### src/sspc_params.svh
`ifndef SSPC_PARAMS_SVH
`define SSPC_PARAMS_SVH
// register offsets, byte addresses
`define SSPC_OFS_CR0  12'h000
`define SSPC_OFS_CR1  12'h004
`define SSPC_OFS_DR   12'h008
`define SSPC_OFS_SR   12'h00C
`define SSPC_OFS_CPSR 12'h010
`define SSPC_OFS_IMSC 12'h014
`define SSPC_OFS_RIS  12'h018
`define SSPC_OFS_MIS  12'h01C
`define SSPC_OFS_ICR  12'h020
`define SSPC_OFS_DMA  12'h024
// control_one bit positions
`define SSPC_CR1_LOOP   0
`define SSPC_CR1_EN     1
`define SSPC_CR1_SLV    2
`define SSPC_CR1_OUTDIS 3
// port_status bit positions
`define SSPC_SR_TFE 0
`define SSPC_SR_TNF 1
`define SSPC_SR_RNE 2
`define SSPC_SR_RFF 3
`define SSPC_SR_BSY 4
// interrupt cause bit positions
`define SSPC_INT_ROR 0
`define SSPC_INT_RT  1
`define SSPC_INT_RX  2
`define SSPC_INT_TX  3
// dma_control bit positions
`define SSPC_DMA_RX 0
`define SSPC_DMA_TX 1
// reset values
`define SSPC_CR0_RST  16'h0000
`define SSPC_CR1_RST  4'h0
`define SSPC_CPSR_RST 8'h02
`define SSPC_IMSC_RST 4'h0
`define SSPC_DMA_RST  2'h0
// sizes and levels
`define SSPC_FIFO_W    16
`define SSPC_FIFO_D    8
`define SSPC_BUF_D     2
`define SSPC_REQ_LVL   4
`define SSPC_MW_CMD    5'd8
`define SSPC_RXTO_CYC  1024
`endif

### src/sspc_pkg.sv
package sspc_pkg;
  // frame format field codes
  typedef enum logic [1:0] {
    FMT_SPI = 2'h0,
    FMT_SYNC = 2'h1,
    FMT_MW  = 2'h2,
    FMT_RSV = 2'h3
  } sspc_fmt_e;
  // control_zero layout
  typedef struct packed {
    logic [7:0] rate;
    logic       phase;
    logic       polarity;
    sspc_fmt_e  fmt;
    logic [3:0] size;
  } sspc_cr0_s;
  // serial engine states
  typedef enum logic [1:0] {ST_IDLE, ST_LEAD, ST_XFER} sspc_state_e;
  // pin drive bundle
  typedef struct packed {
    logic sclk;
    logic sclk_oe;
    logic fss;
    logic fss_oe;
    logic sdo_oe;
  } sspc_pins_s;
endpackage
### src/sspc_core.sv
`timescale 1ns/1ps
`include "sspc_params.svh"
`default_nettype none

// generic fifo, depth a power of two
module sspc_fifo #(
  parameter int W = 16,
  parameter int D = 8,
  parameter int AW = $clog2(D)
) (
  input  wire logic          clk,
  input  wire logic          arst_n,
  input  wire logic          in_valid,
  output logic               in_ready,
  input  wire logic [W-1:0]  in_data,
  output logic               out_valid,
  input  wire logic          out_ready,
  output logic [W-1:0]       out_data,
  output logic [AW:0]        count
);
  logic [W-1:0] mem_q [D];  // storage
  logic [AW:0]  wr_q;       // write pointer, wrap bit on top
  logic [AW:0]  rd_q;       // read pointer

  if (D < 2 || (1 << AW) != D) begin : g_chk
    $error("sspc_fifo depth must be a power of two");
  end

  assign count     = wr_q - rd_q;
  assign in_ready  = count != (AW+1)'(D);
  assign out_valid = count != '0;
  assign out_data  = mem_q[rd_q[AW-1:0]];

  // storage write, no reset needed on data
  always_ff @(posedge clk) begin
    if (in_valid && in_ready) begin
      mem_q[wr_q[AW-1:0]] <= in_data;
    end
  end

  // pointers
  always_ff @(posedge clk or negedge arst_n) begin
    if (!arst_n) begin
      wr_q <= '0;
      rd_q <= '0;
    end else begin
      if (in_valid && in_ready) wr_q <= wr_q + 1'b1;
      if (out_valid && out_ready) rd_q <= rd_q + 1'b1;
    end
  end
endmodule // sspc_fifo

module sspc_core #(
  parameter int RXTO_CYC = `SSPC_RXTO_CYC,
  parameter int FIFO_D   = `SSPC_FIFO_D
) (
  // clock and reset
  input  wire logic        CORE_CLK,
  input  wire logic        ARST_N,
  // register port
  input  wire logic [11:0] REG_ADDR,
  input  wire logic [31:0] REG_WDATA,
  input  wire logic        REG_WR,
  input  wire logic        REG_RD,
  output logic [31:0]      REG_RDATA,
  // serial pins
  input  wire logic        SERIAL_CLOCK_PIN_I,
  output logic             SERIAL_CLOCK_PIN_O,
  output logic             SERIAL_CLOCK_PIN_OE,
  input  wire logic        FRAME_SELECT_PIN_I,
  output logic             FRAME_SELECT_PIN_O,
  output logic             FRAME_SELECT_PIN_OE,
  output logic             SERIAL_OUT_PIN_O,
  output logic             SERIAL_OUT_PIN_OE,
  input  wire logic        SERIAL_IN_PIN_I,
  // cause and dma request levels
  output logic [3:0]       IRQ_CAUSE_O,
  output logic             DMA_TX_REQ_O,
  output logic             DMA_RX_REQ_O
);
  localparam int FW = `SSPC_FIFO_W;

  if (RXTO_CYC < 2 || RXTO_CYC > 65535 || FIFO_D < 2) begin : g_chk
    $error("sspc_core parameter out of range");
  end

  sspc_pkg::sspc_cr0_s   cr0_q;      // control_zero
  logic [3:0]            cr1_q;      // control_one
  logic [7:0]            cpsr_q;     // clock_prescale
  logic [3:0]            imsc_q;     // irq_mask_set
  logic [1:0]            dma_q;      // dma_control
  logic                  ror_q;      // sticky overrun
  logic                  rt_q;       // sticky timeout
  logic [15:0]           to_q;       // rx idle counter
  logic [31:0]           rdata_q;    // read answer
  logic [3:0]            irq_q;      // masked causes out
  logic                  dtx_q;      // dma tx request
  logic                  drx_q;      // dma rx request
  sspc_pkg::sspc_state_e state_q;    // engine state
  sspc_pkg::sspc_state_e state_d;
  sspc_pkg::sspc_pins_s  pins_q;     // registered pin drive
  logic [15:0]           half_q;     // half period counter
  logic [15:0]           sh_tx_q;    // tx shifter, msb out
  logic [15:0]           sh_rx_q;    // rx shifter, lsb in
  logic [4:0]            bit_q;      // bits done in frame
  logic                  first_q;    // hold first bit out
  logic                  sclk_prev_q; // previous slave clock

  // register decode
  wire wr_dr  = REG_WR && REG_ADDR == `SSPC_OFS_DR;
  wire wr_icr = REG_WR && REG_ADDR == `SSPC_OFS_ICR;
  wire rd_dr  = REG_RD && REG_ADDR == `SSPC_OFS_DR;

  // fifo and buffer handshakes
  logic          tx_rdy, tx_vld, buf_rdy, buf_vld, rx_rdy, rx_vld;
  logic [FW-1:0] tx_dat, buf_dat, rx_dat, rx_word;
  logic [3:0]    tx_cnt, rx_cnt;
  logic          load, rx_push;

  sspc_fifo #(.W(FW), .D(FIFO_D), .AW(3)) u_txf (
    .clk(CORE_CLK), .arst_n(ARST_N),
    .in_valid(wr_dr), .in_ready(tx_rdy), .in_data(REG_WDATA[FW-1:0]),
    .out_valid(tx_vld), .out_ready(buf_rdy), .out_data(tx_dat), .count(tx_cnt));

  // two-entry stage ahead of the shifter; it stalls the tx fifo
  sspc_fifo #(.W(FW), .D(`SSPC_BUF_D), .AW(1)) u_buf (
    .clk(CORE_CLK), .arst_n(ARST_N),
    .in_valid(tx_vld), .in_ready(buf_rdy), .in_data(tx_dat),
    .out_valid(buf_vld), .out_ready(load), .out_data(buf_dat), .count());

  sspc_fifo #(.W(FW), .D(FIFO_D), .AW(3)) u_rxf (
    .clk(CORE_CLK), .arst_n(ARST_N),
    .in_valid(rx_push), .in_ready(rx_rdy), .in_data(rx_word),
    .out_valid(rx_vld), .out_ready(rd_dr), .out_data(rx_dat), .count(rx_cnt));

  // mode decode
  wire en      = cr1_q[`SSPC_CR1_EN];
  wire slave   = cr1_q[`SSPC_CR1_SLV];
  wire loop_on = cr1_q[`SSPC_CR1_LOOP];
  wire is_spi  = cr0_q.fmt == sspc_pkg::FMT_SPI;
  wire is_sync = cr0_q.fmt == sspc_pkg::FMT_SYNC;
  wire is_mw   = cr0_q.fmt == sspc_pkg::FMT_MW;
  wire pol = is_spi && cr0_q.polarity;
  wire pha = is_sync || (is_spi && cr0_q.phase);
  wire [4:0] nbits = 5'(cr0_q.size) + 5'd1;
  wire [4:0] total = is_mw ? nbits + `SSPC_MW_CMD : nbits;
  wire [3:0] gap   = 4'hF - cr0_q.size;
  wire din = loop_on ? sh_tx_q[15] : SERIAL_IN_PIN_I;
  // a half period is prescale/2 * (1+rate), so a full bit is prescale*(1+rate)
  wire [15:0] half_len = 16'(cpsr_q[7:1]) * (16'(cr0_q.rate) + 16'd1);

  // edge events; slave pins are sampled directly, so the far clock
  // must stay well below the core clock
  wire tick    = !slave && state_q != sspc_pkg::ST_IDLE && half_q == 16'h0000;
  wire m_lead  = tick && pins_q.sclk == pol;
  wire m_trail = tick && pins_q.sclk != pol;
  wire s_lead  = sclk_prev_q == pol && SERIAL_CLOCK_PIN_I != pol;
  wire s_trail = sclk_prev_q != pol && SERIAL_CLOCK_PIN_I == pol;
  wire lead    = slave ? s_lead : m_lead;
  wire trail   = slave ? s_trail : m_trail;
  wire shift_e = pha ? lead : trail;
  wire samp_e  = pha ? trail : lead;
  wire xfer    = state_q == sspc_pkg::ST_XFER;

  // frame start: master needs a word, slave follows the frame pin
  wire s_start = is_sync ? (FRAME_SELECT_PIN_I && trail) : !FRAME_SELECT_PIN_I;
  wire start = en && state_q == sspc_pkg::ST_IDLE && (slave ? s_start : buf_vld);
  wire done  = xfer && trail && bit_q == total - 5'd1;
  wire abort = xfer && slave && !is_sync && FRAME_SELECT_PIN_I;
  assign load = start && buf_vld;

  // received word, last sample folded in when it falls on this edge
  wire [15:0] rx_raw = pha ? {sh_rx_q[14:0], din} : sh_rx_q;
  assign rx_word = rx_raw & (16'hFFFF >> gap);
  assign rx_push = done;

  // next engine state
  always_comb begin
    state_d = state_q;
    case (state_q)
      sspc_pkg::ST_IDLE: if (start) begin
        state_d = (!slave && is_sync) ? sspc_pkg::ST_LEAD : sspc_pkg::ST_XFER;
      end
      sspc_pkg::ST_LEAD: if (trail) state_d = sspc_pkg::ST_XFER;
      sspc_pkg::ST_XFER: if (done || abort) state_d = sspc_pkg::ST_IDLE;
      default: state_d = sspc_pkg::ST_IDLE;
    endcase
    if (!en) state_d = sspc_pkg::ST_IDLE;
  end

  // engine state register
  always_ff @(posedge CORE_CLK or negedge ARST_N) begin
    if (!ARST_N) state_q <= sspc_pkg::ST_IDLE;
    else state_q <= state_d;
  end

  // half period divider, reloaded while idle
  always_ff @(posedge CORE_CLK or negedge ARST_N) begin
    if (!ARST_N) half_q <= 16'h0000;
    else if (state_q == sspc_pkg::ST_IDLE || half_q == 16'h0000) half_q <= half_len - 16'd1;
    else half_q <= half_q - 16'd1;
  end

  // shifters and bit count
  always_ff @(posedge CORE_CLK or negedge ARST_N) begin
    if (!ARST_N) begin
      sh_tx_q <= 16'h0000;
      sh_rx_q <= 16'h0000;
      bit_q   <= 5'd0;
      first_q <= 1'b0;
    end else if (start) begin
      // slave with nothing queued sends zeros
      sh_tx_q <= !buf_vld ? 16'h0000 : is_mw ? {buf_dat[7:0], 8'h00} : buf_dat << gap;
      sh_rx_q <= 16'h0000;
      bit_q   <= 5'd0;
      first_q <= pha;
    end else if (xfer) begin
      if (shift_e) begin
        if (first_q) first_q <= 1'b0;
        else sh_tx_q <= {sh_tx_q[14:0], 1'b0};
      end
      if (samp_e) sh_rx_q <= {sh_rx_q[14:0], din};
      if (trail) bit_q <= bit_q + 5'd1;
    end
  end

  // pin drive, all registered
  always_ff @(posedge CORE_CLK or negedge ARST_N) begin
    if (!ARST_N) begin
      pins_q      <= '0;
      sclk_prev_q <= 1'b0;
    end else begin
      sclk_prev_q <= SERIAL_CLOCK_PIN_I;
      if (slave || state_d == sspc_pkg::ST_IDLE) pins_q.sclk <= pol;
      else if (tick) pins_q.sclk <= !pins_q.sclk;
      pins_q.sclk_oe <= en && !slave;
      pins_q.fss_oe  <= en && !slave;
      // sync format: one-bit high pulse ahead of data; others: low for the frame
      pins_q.fss <= is_sync ? state_d == sspc_pkg::ST_LEAD : state_d != sspc_pkg::ST_XFER;
      pins_q.sdo_oe <= en && !(slave && cr1_q[`SSPC_CR1_OUTDIS]);
    end
  end

  assign SERIAL_CLOCK_PIN_O  = pins_q.sclk;
  assign SERIAL_CLOCK_PIN_OE = pins_q.sclk_oe;
  assign FRAME_SELECT_PIN_O  = pins_q.fss;
  assign FRAME_SELECT_PIN_OE = pins_q.fss_oe;
  assign SERIAL_OUT_PIN_O    = sh_tx_q[15];
  assign SERIAL_OUT_PIN_OE   = pins_q.sdo_oe;

  // control registers; upper bits are dropped on write
  always_ff @(posedge CORE_CLK or negedge ARST_N) begin
    if (!ARST_N) begin
      cr0_q  <= `SSPC_CR0_RST;
      cr1_q  <= `SSPC_CR1_RST;
      cpsr_q <= `SSPC_CPSR_RST;
      imsc_q <= `SSPC_IMSC_RST;
      dma_q  <= `SSPC_DMA_RST;
    end else if (REG_WR) begin
      case (REG_ADDR)
        `SSPC_OFS_CR0:  cr0_q  <= REG_WDATA[15:0];
        `SSPC_OFS_CR1:  cr1_q  <= REG_WDATA[3:0];
        `SSPC_OFS_CPSR: cpsr_q <= {REG_WDATA[7:1], 1'b0}; // odd divisors cannot be held
        `SSPC_OFS_IMSC: imsc_q <= REG_WDATA[3:0];
        `SSPC_OFS_DMA:  dma_q  <= REG_WDATA[1:0];
        default: ;
      endcase
    end
  end

  // interrupt causes
  wire ror_set = rx_push && !rx_rdy;  // word dropped, fifo full
  wire rt_set  = rx_vld && !rd_dr && !rx_push && to_q == 16'(RXTO_CYC - 1);
  wire [3:0] raw = {tx_cnt <= 4'(`SSPC_REQ_LVL), rx_cnt >= 4'(`SSPC_REQ_LVL), rt_q, ror_q};
  wire [3:0] mis = raw & imsc_q;

  // sticky causes; a set in the clearing cycle wins
  always_ff @(posedge CORE_CLK or negedge ARST_N) begin
    if (!ARST_N) begin
      ror_q <= 1'b0;
      rt_q  <= 1'b0;
      to_q  <= 16'h0000;
    end else begin
      if (ror_set) ror_q <= 1'b1;
      else if (wr_icr && REG_WDATA[`SSPC_INT_ROR]) ror_q <= 1'b0;
      if (rt_set) rt_q <= 1'b1;
      else if (wr_icr && REG_WDATA[`SSPC_INT_RT]) rt_q <= 1'b0;
      // timeout counts idle cycles while words wait unread
      if (!rx_vld || rd_dr || rx_push) to_q <= 16'h0000;
      else if (to_q != 16'(RXTO_CYC)) to_q <= to_q + 16'd1;
    end
  end

  // read answer, valid only the cycle after the strobe
  always_ff @(posedge CORE_CLK or negedge ARST_N) begin
    if (!ARST_N) rdata_q <= 32'h0000_0000;
    else if (!REG_RD) rdata_q <= 32'h0000_0000;
    else begin
      case (REG_ADDR)
        `SSPC_OFS_CR0:  rdata_q <= {16'h0000, cr0_q};
        `SSPC_OFS_CR1:  rdata_q <= {28'h0, cr1_q};
        `SSPC_OFS_DR:   rdata_q <= rx_vld ? {16'h0000, rx_dat} : 32'h0;
        `SSPC_OFS_SR:   rdata_q <= {27'h0, state_q != sspc_pkg::ST_IDLE || tx_vld || buf_vld,
                                    !rx_rdy, rx_vld, tx_rdy, tx_cnt == 4'h0};
        `SSPC_OFS_CPSR: rdata_q <= {24'h0, cpsr_q};
        `SSPC_OFS_IMSC: rdata_q <= {28'h0, imsc_q};
        `SSPC_OFS_RIS:  rdata_q <= {28'h0, raw};
        `SSPC_OFS_MIS:  rdata_q <= {28'h0, mis};
        `SSPC_OFS_DMA:  rdata_q <= {30'h0, dma_q};
        default:        rdata_q <= 32'h0000_0000;
      endcase
    end
  end

  // cause and dma request outputs
  always_ff @(posedge CORE_CLK or negedge ARST_N) begin
    if (!ARST_N) begin
      irq_q <= 4'h0;
      dtx_q <= 1'b0;
      drx_q <= 1'b0;
    end else begin
      irq_q <= mis;
      dtx_q <= dma_q[`SSPC_DMA_TX] && tx_rdy;
      drx_q <= dma_q[`SSPC_DMA_RX] && rx_vld;
    end
  end

  assign REG_RDATA    = rdata_q;
  assign IRQ_CAUSE_O  = irq_q;
  assign DMA_TX_REQ_O = dtx_q;
  assign DMA_RX_REQ_O = drx_q;
endmodule // sspc_core
`default_nettype wire

### config.mk
export PLATFORM = sky130hd
export DESIGN_NAME = sspc_core
export DESIGN_NICKNAME = d
export VERILOG_FILES = /design/src/sspc_pkg.sv /design/src/sspc_core.sv
export VERILOG_INCLUDE_DIRS = /design/src
export SDC_FILE = /design/constraint.sdc
export NUM_CORES = 1
export LEC_CHECK = 0
export ABC_AREA = 0
export BUFFER_PORTS_ARGS = -buffer_cell sky130_fd_sc_hd__buf_2
export CORE_UTILIZATION = 55
export CTS_BUF_LIST = sky130_fd_sc_hd__clkbuf_4 sky130_fd_sc_hd__clkbuf_8
export DETAILED_ROUTE_END_ITERATION = 10
export GPL_TIMING_DRIVEN = 0
export PLACE_DENSITY = 0.82
export SYNTH_ARGS = -nofsm -noshare
export SYNTH_HDL_FRONTEND = slang
export SYNTH_SLANG_ARGS = --single-unit
### constraint.sdc
create_clock -name CORE_CLK -period 7.1 [get_ports CORE_CLK]
set_clock_uncertainty 0.2 [all_clocks]
set_input_delay 1.42 -clock CORE_CLK [delete_from_list [all_inputs] [get_ports CORE_CLK]]
set_output_delay 1.42 -clock CORE_CLK [all_outputs]
set_load 0.05 [all_outputs]
* Word level (Yosys, flattened, before mapping)
Memories as Yosys holds them, arrays and structs flattened. Cells that the tools add are included. Widths: inputs -> output; s select.
Storage, ports and cells: input bits 51, memories kept 3, register bits after elaboration 170, output and inout port bits 44, logic and storage cells 219, bits in writable memories 288
Memory list:
- u_rxf.mem_q | words 8, width 16, read ports 1, clocked after memory_dff 0, write ports 1, line sspc_core.sv:21 | logic [W-1:0] mem_q [D];
- u_txf.mem_q | words 8, width 16, read ports 1, clocked after memory_dff 0, write ports 1, line sspc_core.sv:21
- u_buf.mem_q | words 2, width 16, read ports 1, clocked after memory_dff 0, write ports 1, line sspc_core.sv:21
Operators by class: bitwise gates (word level) 2, reduce and logical (&&, ||, !) cells 81, equality and inequality tests 28, shifts and indexed selects 2, multiplexer cells 49, add/subtract/negate cells 18, $lt $le $gt $ge 2, multiply operators 1
Operators by type and width (count):
- $mux 16 | 15
- $pmux 16 s9 | 1
- $eq 12x5->1 const B | 4
- $logic_and 1x1->1 | 37
- $sub 16x1->16 const B | 2
- $eq 12x4->1 const B | 2
- $eq 12x6->1 const B | 2
- $mux 1 | 23
- $mux 5 | 4
- $reduce_bool 2->1 | 10
- $add 16x1->16 const B | 1
- $add 4x1->4 const B | 4
- $and 16x16->16 | 1
- $eq 16x10->1 const B | 1
- $logic_not 16->1 | 1
- $mul 7x9->16 | 1
- $ne 16x11->1 const B | 1
- $reduce_and 2->1 | 8
- $shl 16x4->16 | 1
- $shr 16x4->16 const A | 1
- $eq 12x3->1 const B | 1
- $logic_not 12->1 | 1
- $mux 2 | 5
- $add 8x1->9 const B | 1
- 26 further kinds | 55

* Logic depth before layout (Yosys ltp)
Gate-level depths: netlist of run 1.
depth after elaboration 15, mapped depth 19, mapped depth without buffers 19

* Hierarchy
A second synthesis of run 1 with hierarchy kept.
Second synthesis, totals: cells, all modules 1746, area, all modules 22185.0 sq um
Modules (own cells, without submodules):
- sspc_core | instances 1, area each 9875.7 sq um, cells an instance 1102, seq. area each 3354.5 sq um
- sspc_fifo at u_txf | instances 1, area each 5447.7 sq um, cells an instance 284, seq. area each 4043.9 sq um
- sspc_fifo at u_rxf | instances 1, area each 5446.5 sq um, cells an instance 284, seq. area each 4043.9 sq um
- sspc_fifo at u_buf | instances 1, area each 1415.1 sq um, cells an instance 76, seq. area each 1061.0 sq um

* Worst setup path before layout of run 1
Ideal clock, no wire load.
kind register to register, start register cr0_q[9] in the netlist's numbering, end register half_q[13], data arrival time 4.590 ns, setup time 0.135 ns, data required time 6.765 ns, period minus slack after synthesis 4.926 ns, stages on the path, launching flop included 20, slack 2.174 ns, buffers on the path 0, cell sequence dfrtp_1 > ha_1 > nand3_1 > nor2_1 > xnor2_1 > nor2b_1 > fa_1 > fa_1 > fa_1 > inv_1 > fa_1 > inv_1 > ha_1 > a21o_1 > a21oi_1 > a21boi_0 > a211o_1 > a21oi_1 > xor2_1 > o21ai_0
On the way: longest elaborated chain between the ends 4
RTL lines:
- from (decl) | line sspc_core.sv:87 | sspc_pkg::sspc_cr0_s cr0_q;
- from (signal assigned) | line sspc_core.sv:254 | cr0_q <= `SSPC_CR0_RST;
- from (signal assigned) | line sspc_core.sv:261 | `SSPC_OFS_CR0: cr0_q <= REG_WDATA[15:0];
- $add 8x1->9 | line sspc_core.sv:150 | wire [15:0] half_len = 16'(cpsr_q[7:1]) * (16'(cr0_q.rate) + 16'd1);
- $mul 7x9->16 | line sspc_core.sv:150
- $sub 16x1->16 | line sspc_core.sv:200 | else if (state_q == sspc_pkg::ST_IDLE || half_q == 16'h0000) half_q <= half_len - 16'd1;
- $mux 16 | line sspc_core.sv:200
- to (signal assigned) | line sspc_core.sv:200
- to (signal assigned) | line sspc_core.sv:201 | else half_q <= half_q - 16'd1;
- to (decl) | line sspc_core.sv:102 | logic [15:0] half_q;
No other way between the ends. A chain may end at the register's enable or synchronous reset.

* Worst setup path after layout of run 1
Same ends and word-level chain as after synthesis.

==> impl_metrics.json, run 1 <==
{
  "status": "completed",
  "dp_worst_setup_slack_ns": 1.52,
  "dp_hpwl_microns": 38400,
  "drive_gt1_share_pct": 19.2,
  "portBuffers": 60,
  "netlist_instances": 1755,
  "critPathLaunchType": "register",
  "power_frac_comb_pct": 16.0,
  "ys_seq_area_share_pct": 56.2,
  "pin_count": 95,
  "ctsResizeCount": 0,
  "worst_slew_pin_slew_ns": 1.12,
  "grt_pass1_vias": 15247,
  "synth_area_per_cell_sq_um": 12.7,
  "cts_hold_buf": 0,
  "vias_per_cell": 5.93,
  "wl_per_cell_microns": 21.5,
  "grt_max_degree": 85,
  "synth_area_leader_cell": "edfxtp_1",
  "globalRouteTotalUtil_pct": 26.8,
  "synth_edf_count": 288,
  "htree_levels": 3,
  "synthFlopType": "edfxtp_1",
  "power_uw": 6240,
  "p_switching_uw": 1700,
  "final_area_sq_um": 25000,
  "clkTransAtPathRegs_ns": 0.06,
  "antenna_cells": 0,
  "drv_cap": 0,
  "synth_common_cells": "edfxtp_1 (288), nand2_1 (242), dfrtp_1 (153)",
  "dr_total_vias": 14823,
  "endpoint_kind": "register",
  "gp_congestion": 0.932,
  "grt-ovfl-total": 0,
  "hold_class": "register to register",
  "p_clk_share_pct": 35.5,
  "cp_max_fo": 7,
  "p_per_area_nw_per_um2": 249,
  "setup_viol": 0,
  "fin_util_pct": 62.8,
  "synth_area_sq_um": 22300,
  "root_buffer": "clkbuf_8",
  "postRouteAntennaNets": 0,
  "p_int_uw": 4540,
  "async_flop_share_pct": 34.8,
  "ir_drop_mv": 0.182,
  "relSlewSlack_pct": 24.8,
  "synthMostInstantiatedCell": "edfxtp_1",
  "wl_microns": 53600,
  "worstSetupPathType": "register to register",
  "antenna_found_initial": 1,
  "cp.required_ns": 7.39,
  "min_period_ns": 5.71,
  "power_frac_seq_pct": 48.5,
  "rsz0062_at_grt": "no",
  "finalSetupTns_ns": 0,
  "finalNetCount": 2070,
  "synth-seq-cells": 442,
  "reg2reg_slack_ns": 1.39,
  "hold_violations": 0,
  "fmax_ghz": 0.175,
  "fp.dieArea_sq_um": 41300,
  "drt_iter0_drc": 1310,
  "report.final.slew_viol_count": 0,
  "p_leak_uw": 0.00992,
  "initial_utilization_pct": 55.9,
  "ys_types": 81,
  "numCtsBuffers": 72,
  "worstPathArrival_ns": 6.01,
  "design.core.area_sq_um": 39800,
  "n_fill_cell": 2921,
  "dr.pass1.iters": 7,
  "cts_tree": "done",
  "drc": 0,
  "synth_top_cell_area_share_pct": 38.8,
  "post_cts_buffers": 0,
  "synth_top_cells_by_area": "edfxtp_1 (39%), dfrtp_1 (17%), mux4_2 (8.4%)",
  "area_growth_pct": 12.4,
  "post_dp_cell_area_sq_um": 23600,
  "clock_latency_ns": 0.63,
  "setup_slack_ns": 1.39,
  "swShare_pct": 27.2,
  "cts_sinks": 442,
  "synth_warnings": 0,
  "final.period_utilization_pct": 80.5,
  "die_x_microns": 203,
  "grt_pass1_wl_microns": 84400,
  "cts_buffer_depth": 3,
  "fp-row-count": 73,
  "die_y_microns": 203
}
-- cells by family (layout without fill, tap and decap cells) --
family / count (synthesis) / count (layout) / share of synthesized area (%)
simple gates: 548 / 548 / 11.7
xor+xnor: 80 / 80 / 3.21
fa+ha+maj: 98 / 98 / 6.86
mux: 153 / 153 / 11.7
compound gates: 239 / 239 / 6.61
buf+inv: 194 / 399 / 3.75
other cells: 1 / 16 / 0.0168
flops: 442 / 442 / 56.2
-- path summary, 6_finish.rpt --
| check | from | to | cells after the start |
|---|---|---|---|
| setup / recovery | cr0_q[9]$_DFFE_PN0P_ | half_q[13]$_DFF_PN0_ | 19 |
| hold / removal | dma_q[1]$_DFFE_PN0P_ | dma_q[1]$_DFFE_PN0P_ | 2 |
| setup reg to reg | cr0_q[9]$_DFFE_PN0P_ | half_q[13]$_DFF_PN0_ | 19 |
| hold reg to reg | dma_q[1]$_DFFE_PN0P_ | dma_q[1]$_DFFE_PN0P_ | 2 |
| max in group asynchronous | ARST_N | half_q[15]$_DFF_PN0_ | 2 |
| min in group asynchronous | ARST_N | sh_tx_q[8]$_DFFE_PN0P_ | 1 |
-- per-layer routing --
layer	global-route usage, %	vias to the layer above	part of all wire [%]
met2	44.6	633	49
met1	35.2	7422	40
met3	4.67	136	7.1
met4	10.6	0	3.3
li1	-	6632	-
met5	0	-	0
-- cell usage in the layout, fill, tap and decap left out, types with 24 or more instances in the layout --
| master | synthesis | routed |
|---|---|---|
| fa_1 | 40 | 40 |
| and2_1 | 34 | 34 |
| mux2_2 | 31 | 31 |
| edfxtp_1 | 288 | 288 |
| clkbuf_8 | 0 | 76 |
| mux4_2 | 83 | 83 |
| clkbuf_4 | 0 | 24 |
| inv_1 | 92 | 92 |
| mux2i_1 | 37 | 37 |
| nor2_1 | 96 | 84 |
| xor2_1 | 34 | 34 |
| nand3_1 | 36 | 36 |
| buf_2 | 16 | 76 |
| clkbuf_1 | 55 | 55 |
| a21oi_1 | 55 | 55 |
| nand2_1 | 242 | 242 |
| o21ai_0 | 91 | 91 |
| ha_1 | 58 | 58 |
| dfrtp_1 | 153 | 153 |
| nor2b_1 | 30 | 29 |
| xnor2_1 | 45 | 45 |
-- metrics by stage --
step / cells / hold WS [ns]
floorplan: 1770 / 0.244
global placement: 2355 / 0.270
detailed placement: 2372 / 0.278
CTS: 2500 / 0.293
global route: 2500 / 0.300
finish: 2500 / 0.297
-- layout make-up --
class,instances,area (sq um),area share (%)
flip-flops and latches,442,12500,50.0
inverters,95,357,1.43
repair buffers,77,549,2.20
multi-input cells,1134,9040,36.1
clock buffers,100,1230,4.90
plain buffers,99,478,1.91
clock inverters,28,203,0.810
well taps,525,657,2.63
-- sequential cells by signal, indices dropped and copies added (netlist names), 16 cells and up --
name / count
u_txf.mem_q: 128
sh_rx_q: 16
half_q: 16
REG_RDATA: 16
cr0_q: 16
u_buf.mem_q: 32
to_q: 16
sh_tx_q: 16
u_rxf.mem_q: 128
-- worst max-delay path, stage by stage, from the launching register on --
cell and delay [ns]:
dfrtp_1 0.48, ha_1 0.26, nand3_1 0.12, nor2_1 0.08
xnor2_1 0.55, nor2b_1 0.15, fa_1 0.51, fa_1 0.52
fa_1 0.51, inv_1 0.05, fa_1 0.49, inv_1 0.05
ha_1 0.35, a21o_1 0.18, a21oi_1 0.18, a21boi_0 0.14
a211o_1 0.29, a21oi_1 0.17, xor2_1 0.19, o21ai_0 0.10
-- power by group through the flow --
stage / clock (uW) / sequential [uW] / combinational [uW]
5_1_grt: 2360 / 3040 / 1080
3_5_place_dp: 0 / 3080 / 993
6_report: 2210 / 3030 / 1000
3_3_place_gp: 0 / 3060 / 950
2_1_floorplan: 0 / 3040 / 710
4_1_cts: 2250 / 3030 / 998
Note: power is estimated with default switching activity, not from simulation.
==> run 2: changes to the inputs <==
Settings changed: PLACE_DENSITY 0.82 to 0.85.
Clock period 7.1 ns to 5 ns, I/O delays scaled along.
==> impl_metrics.json, run 2 (synthesized netlist as in run 1, its figures left out) <==
{
  "dp_hpwl_microns": 38300,
  "initial_utilization_pct": 55.9,
  "pin_count": 95,
  "cts_sinks": 442,
  "grt_pass1_vias": 15480,
  "hold_violations": 0,
  "postRouteAntennaNets": 0,
  "dr_total_vias": 15280,
  "grt-ovfl-total": 0,
  "cp-endpoint": "half_q[13]$_DFF_PN0_",
  "final_cell_mix": "edfxtp_1 (288), nand2_1 (240), dfrtp_1 (147)",
  "dr.pass1.iters": 5,
  "setup_viol": 2,
  "report.final.slew_viol_count": 0,
  "cts_tree": "done",
  "setup_slack_ns": -0.0818,
  "clkTransAtPathRegs_ns": 0.07,
  "drive_gt1_share_pct": 22.7,
  "globalRouteTotalUtil_pct": 27.3,
  "cp_max_fo": 5,
  "critPathLaunchType": "register",
  "top_layer_used": "met5",
  "violations": "negative setup slack",
  "fp-row-count": 73,
  "cp.required_ns": 5.30,
  "relSlewSlack_pct": 22.9,
  "root_buffer": "clkbuf_8",
  "gp_congestion": 0.924,
  "die_y_microns": 203,
  "fmax_ghz": 0.197,
  "stdcell_count": 2539,
  "final_common_cell": "edfxtp_1",
  "cts_hold_buf": 0,
  "wl_per_cell_microns": 22.0,
  "drc": 0,
  "holdWs_ns": 0.234,
  "grt_pass1_wl_microns": 85600,
  "timing.rr.end": "half_q[13]$_DFF_PN0_",
  "rsz0062_at_grt": "yes",
  "antenna_found_initial": 4,
  "die_x_microns": 203,
  "r2r_start": "cr0_q[9]$_DFFE_PN0P_",
  "crit_start": "cr0_q[9]$_DFFE_PN0P_",
  "drt_iter0_drc": 1488,
  "drv_cap": 0,
  "p_leak_uw": 0.0102,
  "vias_per_cell": 6.02,
  "ir_drop_mv": 0.255,
  "n_fill_cell": 2788,
  "reg2reg_slack_ns": -0.08,
  "min_period_ns": 5.08,
  "p_per_area_nw_per_um2": 353,
  "status": "complete, but fails checks",
  "dp.cells": 2372,
  "endpoint_kind": "register",
  "wl_met3_microns": 5120,
  "worstPathArrival_ns": 5.38,
  "design.core.area_sq_um": 39800,
  "wl_met1_microns": 21100,
  "fp.dieArea_sq_um": 41300,
  "power_uw": 9070,
  "wl_met2_microns": 27600,
  "grt_max_degree": 82,
  "worst_slew_pin_slew_ns": 1.14,
  "rr_worst_depth": 19,
  "clock_latency_ns": 0.65,
  "hold_class": "primary input to asynchronous set/reset pin",
  "finalNetCount": 2099,
  "final.period_utilization_pct": 102,
  "numCtsBuffers": 74,
  "cts_buffer_depth": 3,
  "wl_microns": 55900,
  "area_growth_pct": 15.6,
  "htree_levels": 3,
  "worstSetupPathType": "register to register",
  "portBuffers": 60
}
-- run 2: cell types whose count changed in the layout (fill, tap and decap cells not counted), moves of 6 or more --
cell      delta
buf_4       +23
clkinv_1     +8
dfrtp_1      -6
dfrtp_2      +6
ha_1         -6
ha_4         +6
o21ai_0      -6
-- run 2: area by class of cell --
| cell class | instances | area (sq um) | area share (%) |
|---|---|---|---|
| diodes | 2 | 5.00 | 0.0194 |
| plain buffers | 99 | 489 | 1.90 |
| clock buffers | 104 | 1260 | 4.88 |
| clock inverters | 34 | 289 | 1.12 |
| inverters | 95 | 357 | 1.39 |
| multi-input cells | 1134 | 9400 | 36.5 |
| flip-flops and latches | 442 | 12500 | 48.6 |
| well taps | 525 | 657 | 2.55 |
| repair buffers | 104 | 773 | 3.00 |
-- run 2: routing by layer --
metal | up-vias | track usage (%)
li1 | 6711 | -
met4 | 4 | 11.8
met5 | - | 0
met1 | 7567 | 34.7
met2 | 824 | 45.1
met3 | 174 | 6.12
-- run 2: worst min-delay path by stage --
stage	from	to	cells after the start
4_1_cts	ARST_N	sh_rx_q[8]$_DFFE_PN0P_	1
3_3_place_gp	sh_tx_q[6]$_DFFE_PN0P_	sh_tx_q[6]$_DFFE_PN0P_	1
3_5_place_dp	sh_tx_q[1]$_DFFE_PN0P_	sh_tx_q[1]$_DFFE_PN0P_	1
5_1_grt	ARST_N	sh_tx_q[3]$_DFFE_PN0P_	1
6_report	ARST_N	sh_rx_q[8]$_DFFE_PN0P_	1
2_1_floorplan	cr1_q[3]$_DFFE_PN0P_	SERIAL_OUT_PIN_OE$_DFF_PN0_	1
-- run 2: stage by stage --
| step | setup TNS [ns] | setup slack [ns] | cell area, sq um | utilization, % |
|---|---|---|---|---|
| finish | -0.106 | -0.0818 | 25700 | 64.6 |
| global route | -0.860 | -0.256 | 25700 | 64.6 |
| CTS | -0.133 | -0.0717 | 25400 | 63.9 |
| detailed placement | -3.01 | -0.596 | 23600 | 59.2 |
| global placement | -68.70 | -0.879 | 23300 | 58.4 |
| floorplan | 0 | 0.0745 | 22300 | - |
-- run 2: critical path, cell delays in order (launching register included) --
cell and delay, ns:
dfrtp_2 0.46, ha_4 0.19, nand3_4 0.11, nor2_4 0.21, xnor2_4 0.12, nor2b_1 0.21
fa_1 0.49, fa_1 0.52, fa_1 0.50, inv_1 0.05, fa_1 0.50, inv_2 0.05
ha_4 0.22, a21o_1 0.17, a21oi_2 0.17, a21boi_2 0.08, a211o_1 0.28, a21oi_2 0.14
xor2_1 0.19, o21ai_1 0.09
-- run 2: where the power goes --
| group | internal, uW | switching [uW] | total (uW) | leakage (uW) |
|---|---|---|---|---|
| Clock | 1850 | 1500 | 3350 | 0.000809 |
| Combinational | 577 | 852 | 1430 | 0.00463 |
| Sequential | 4180 | 120 | 4300 | 0.00476 |
-- run 2: repair_timing --
action | in CTS | in global routing
resized for setup | 38 | 46
endpoints found under the setup margin | 25 | 52
setup buffers | 12 | 15
pin swaps | 9 | 27
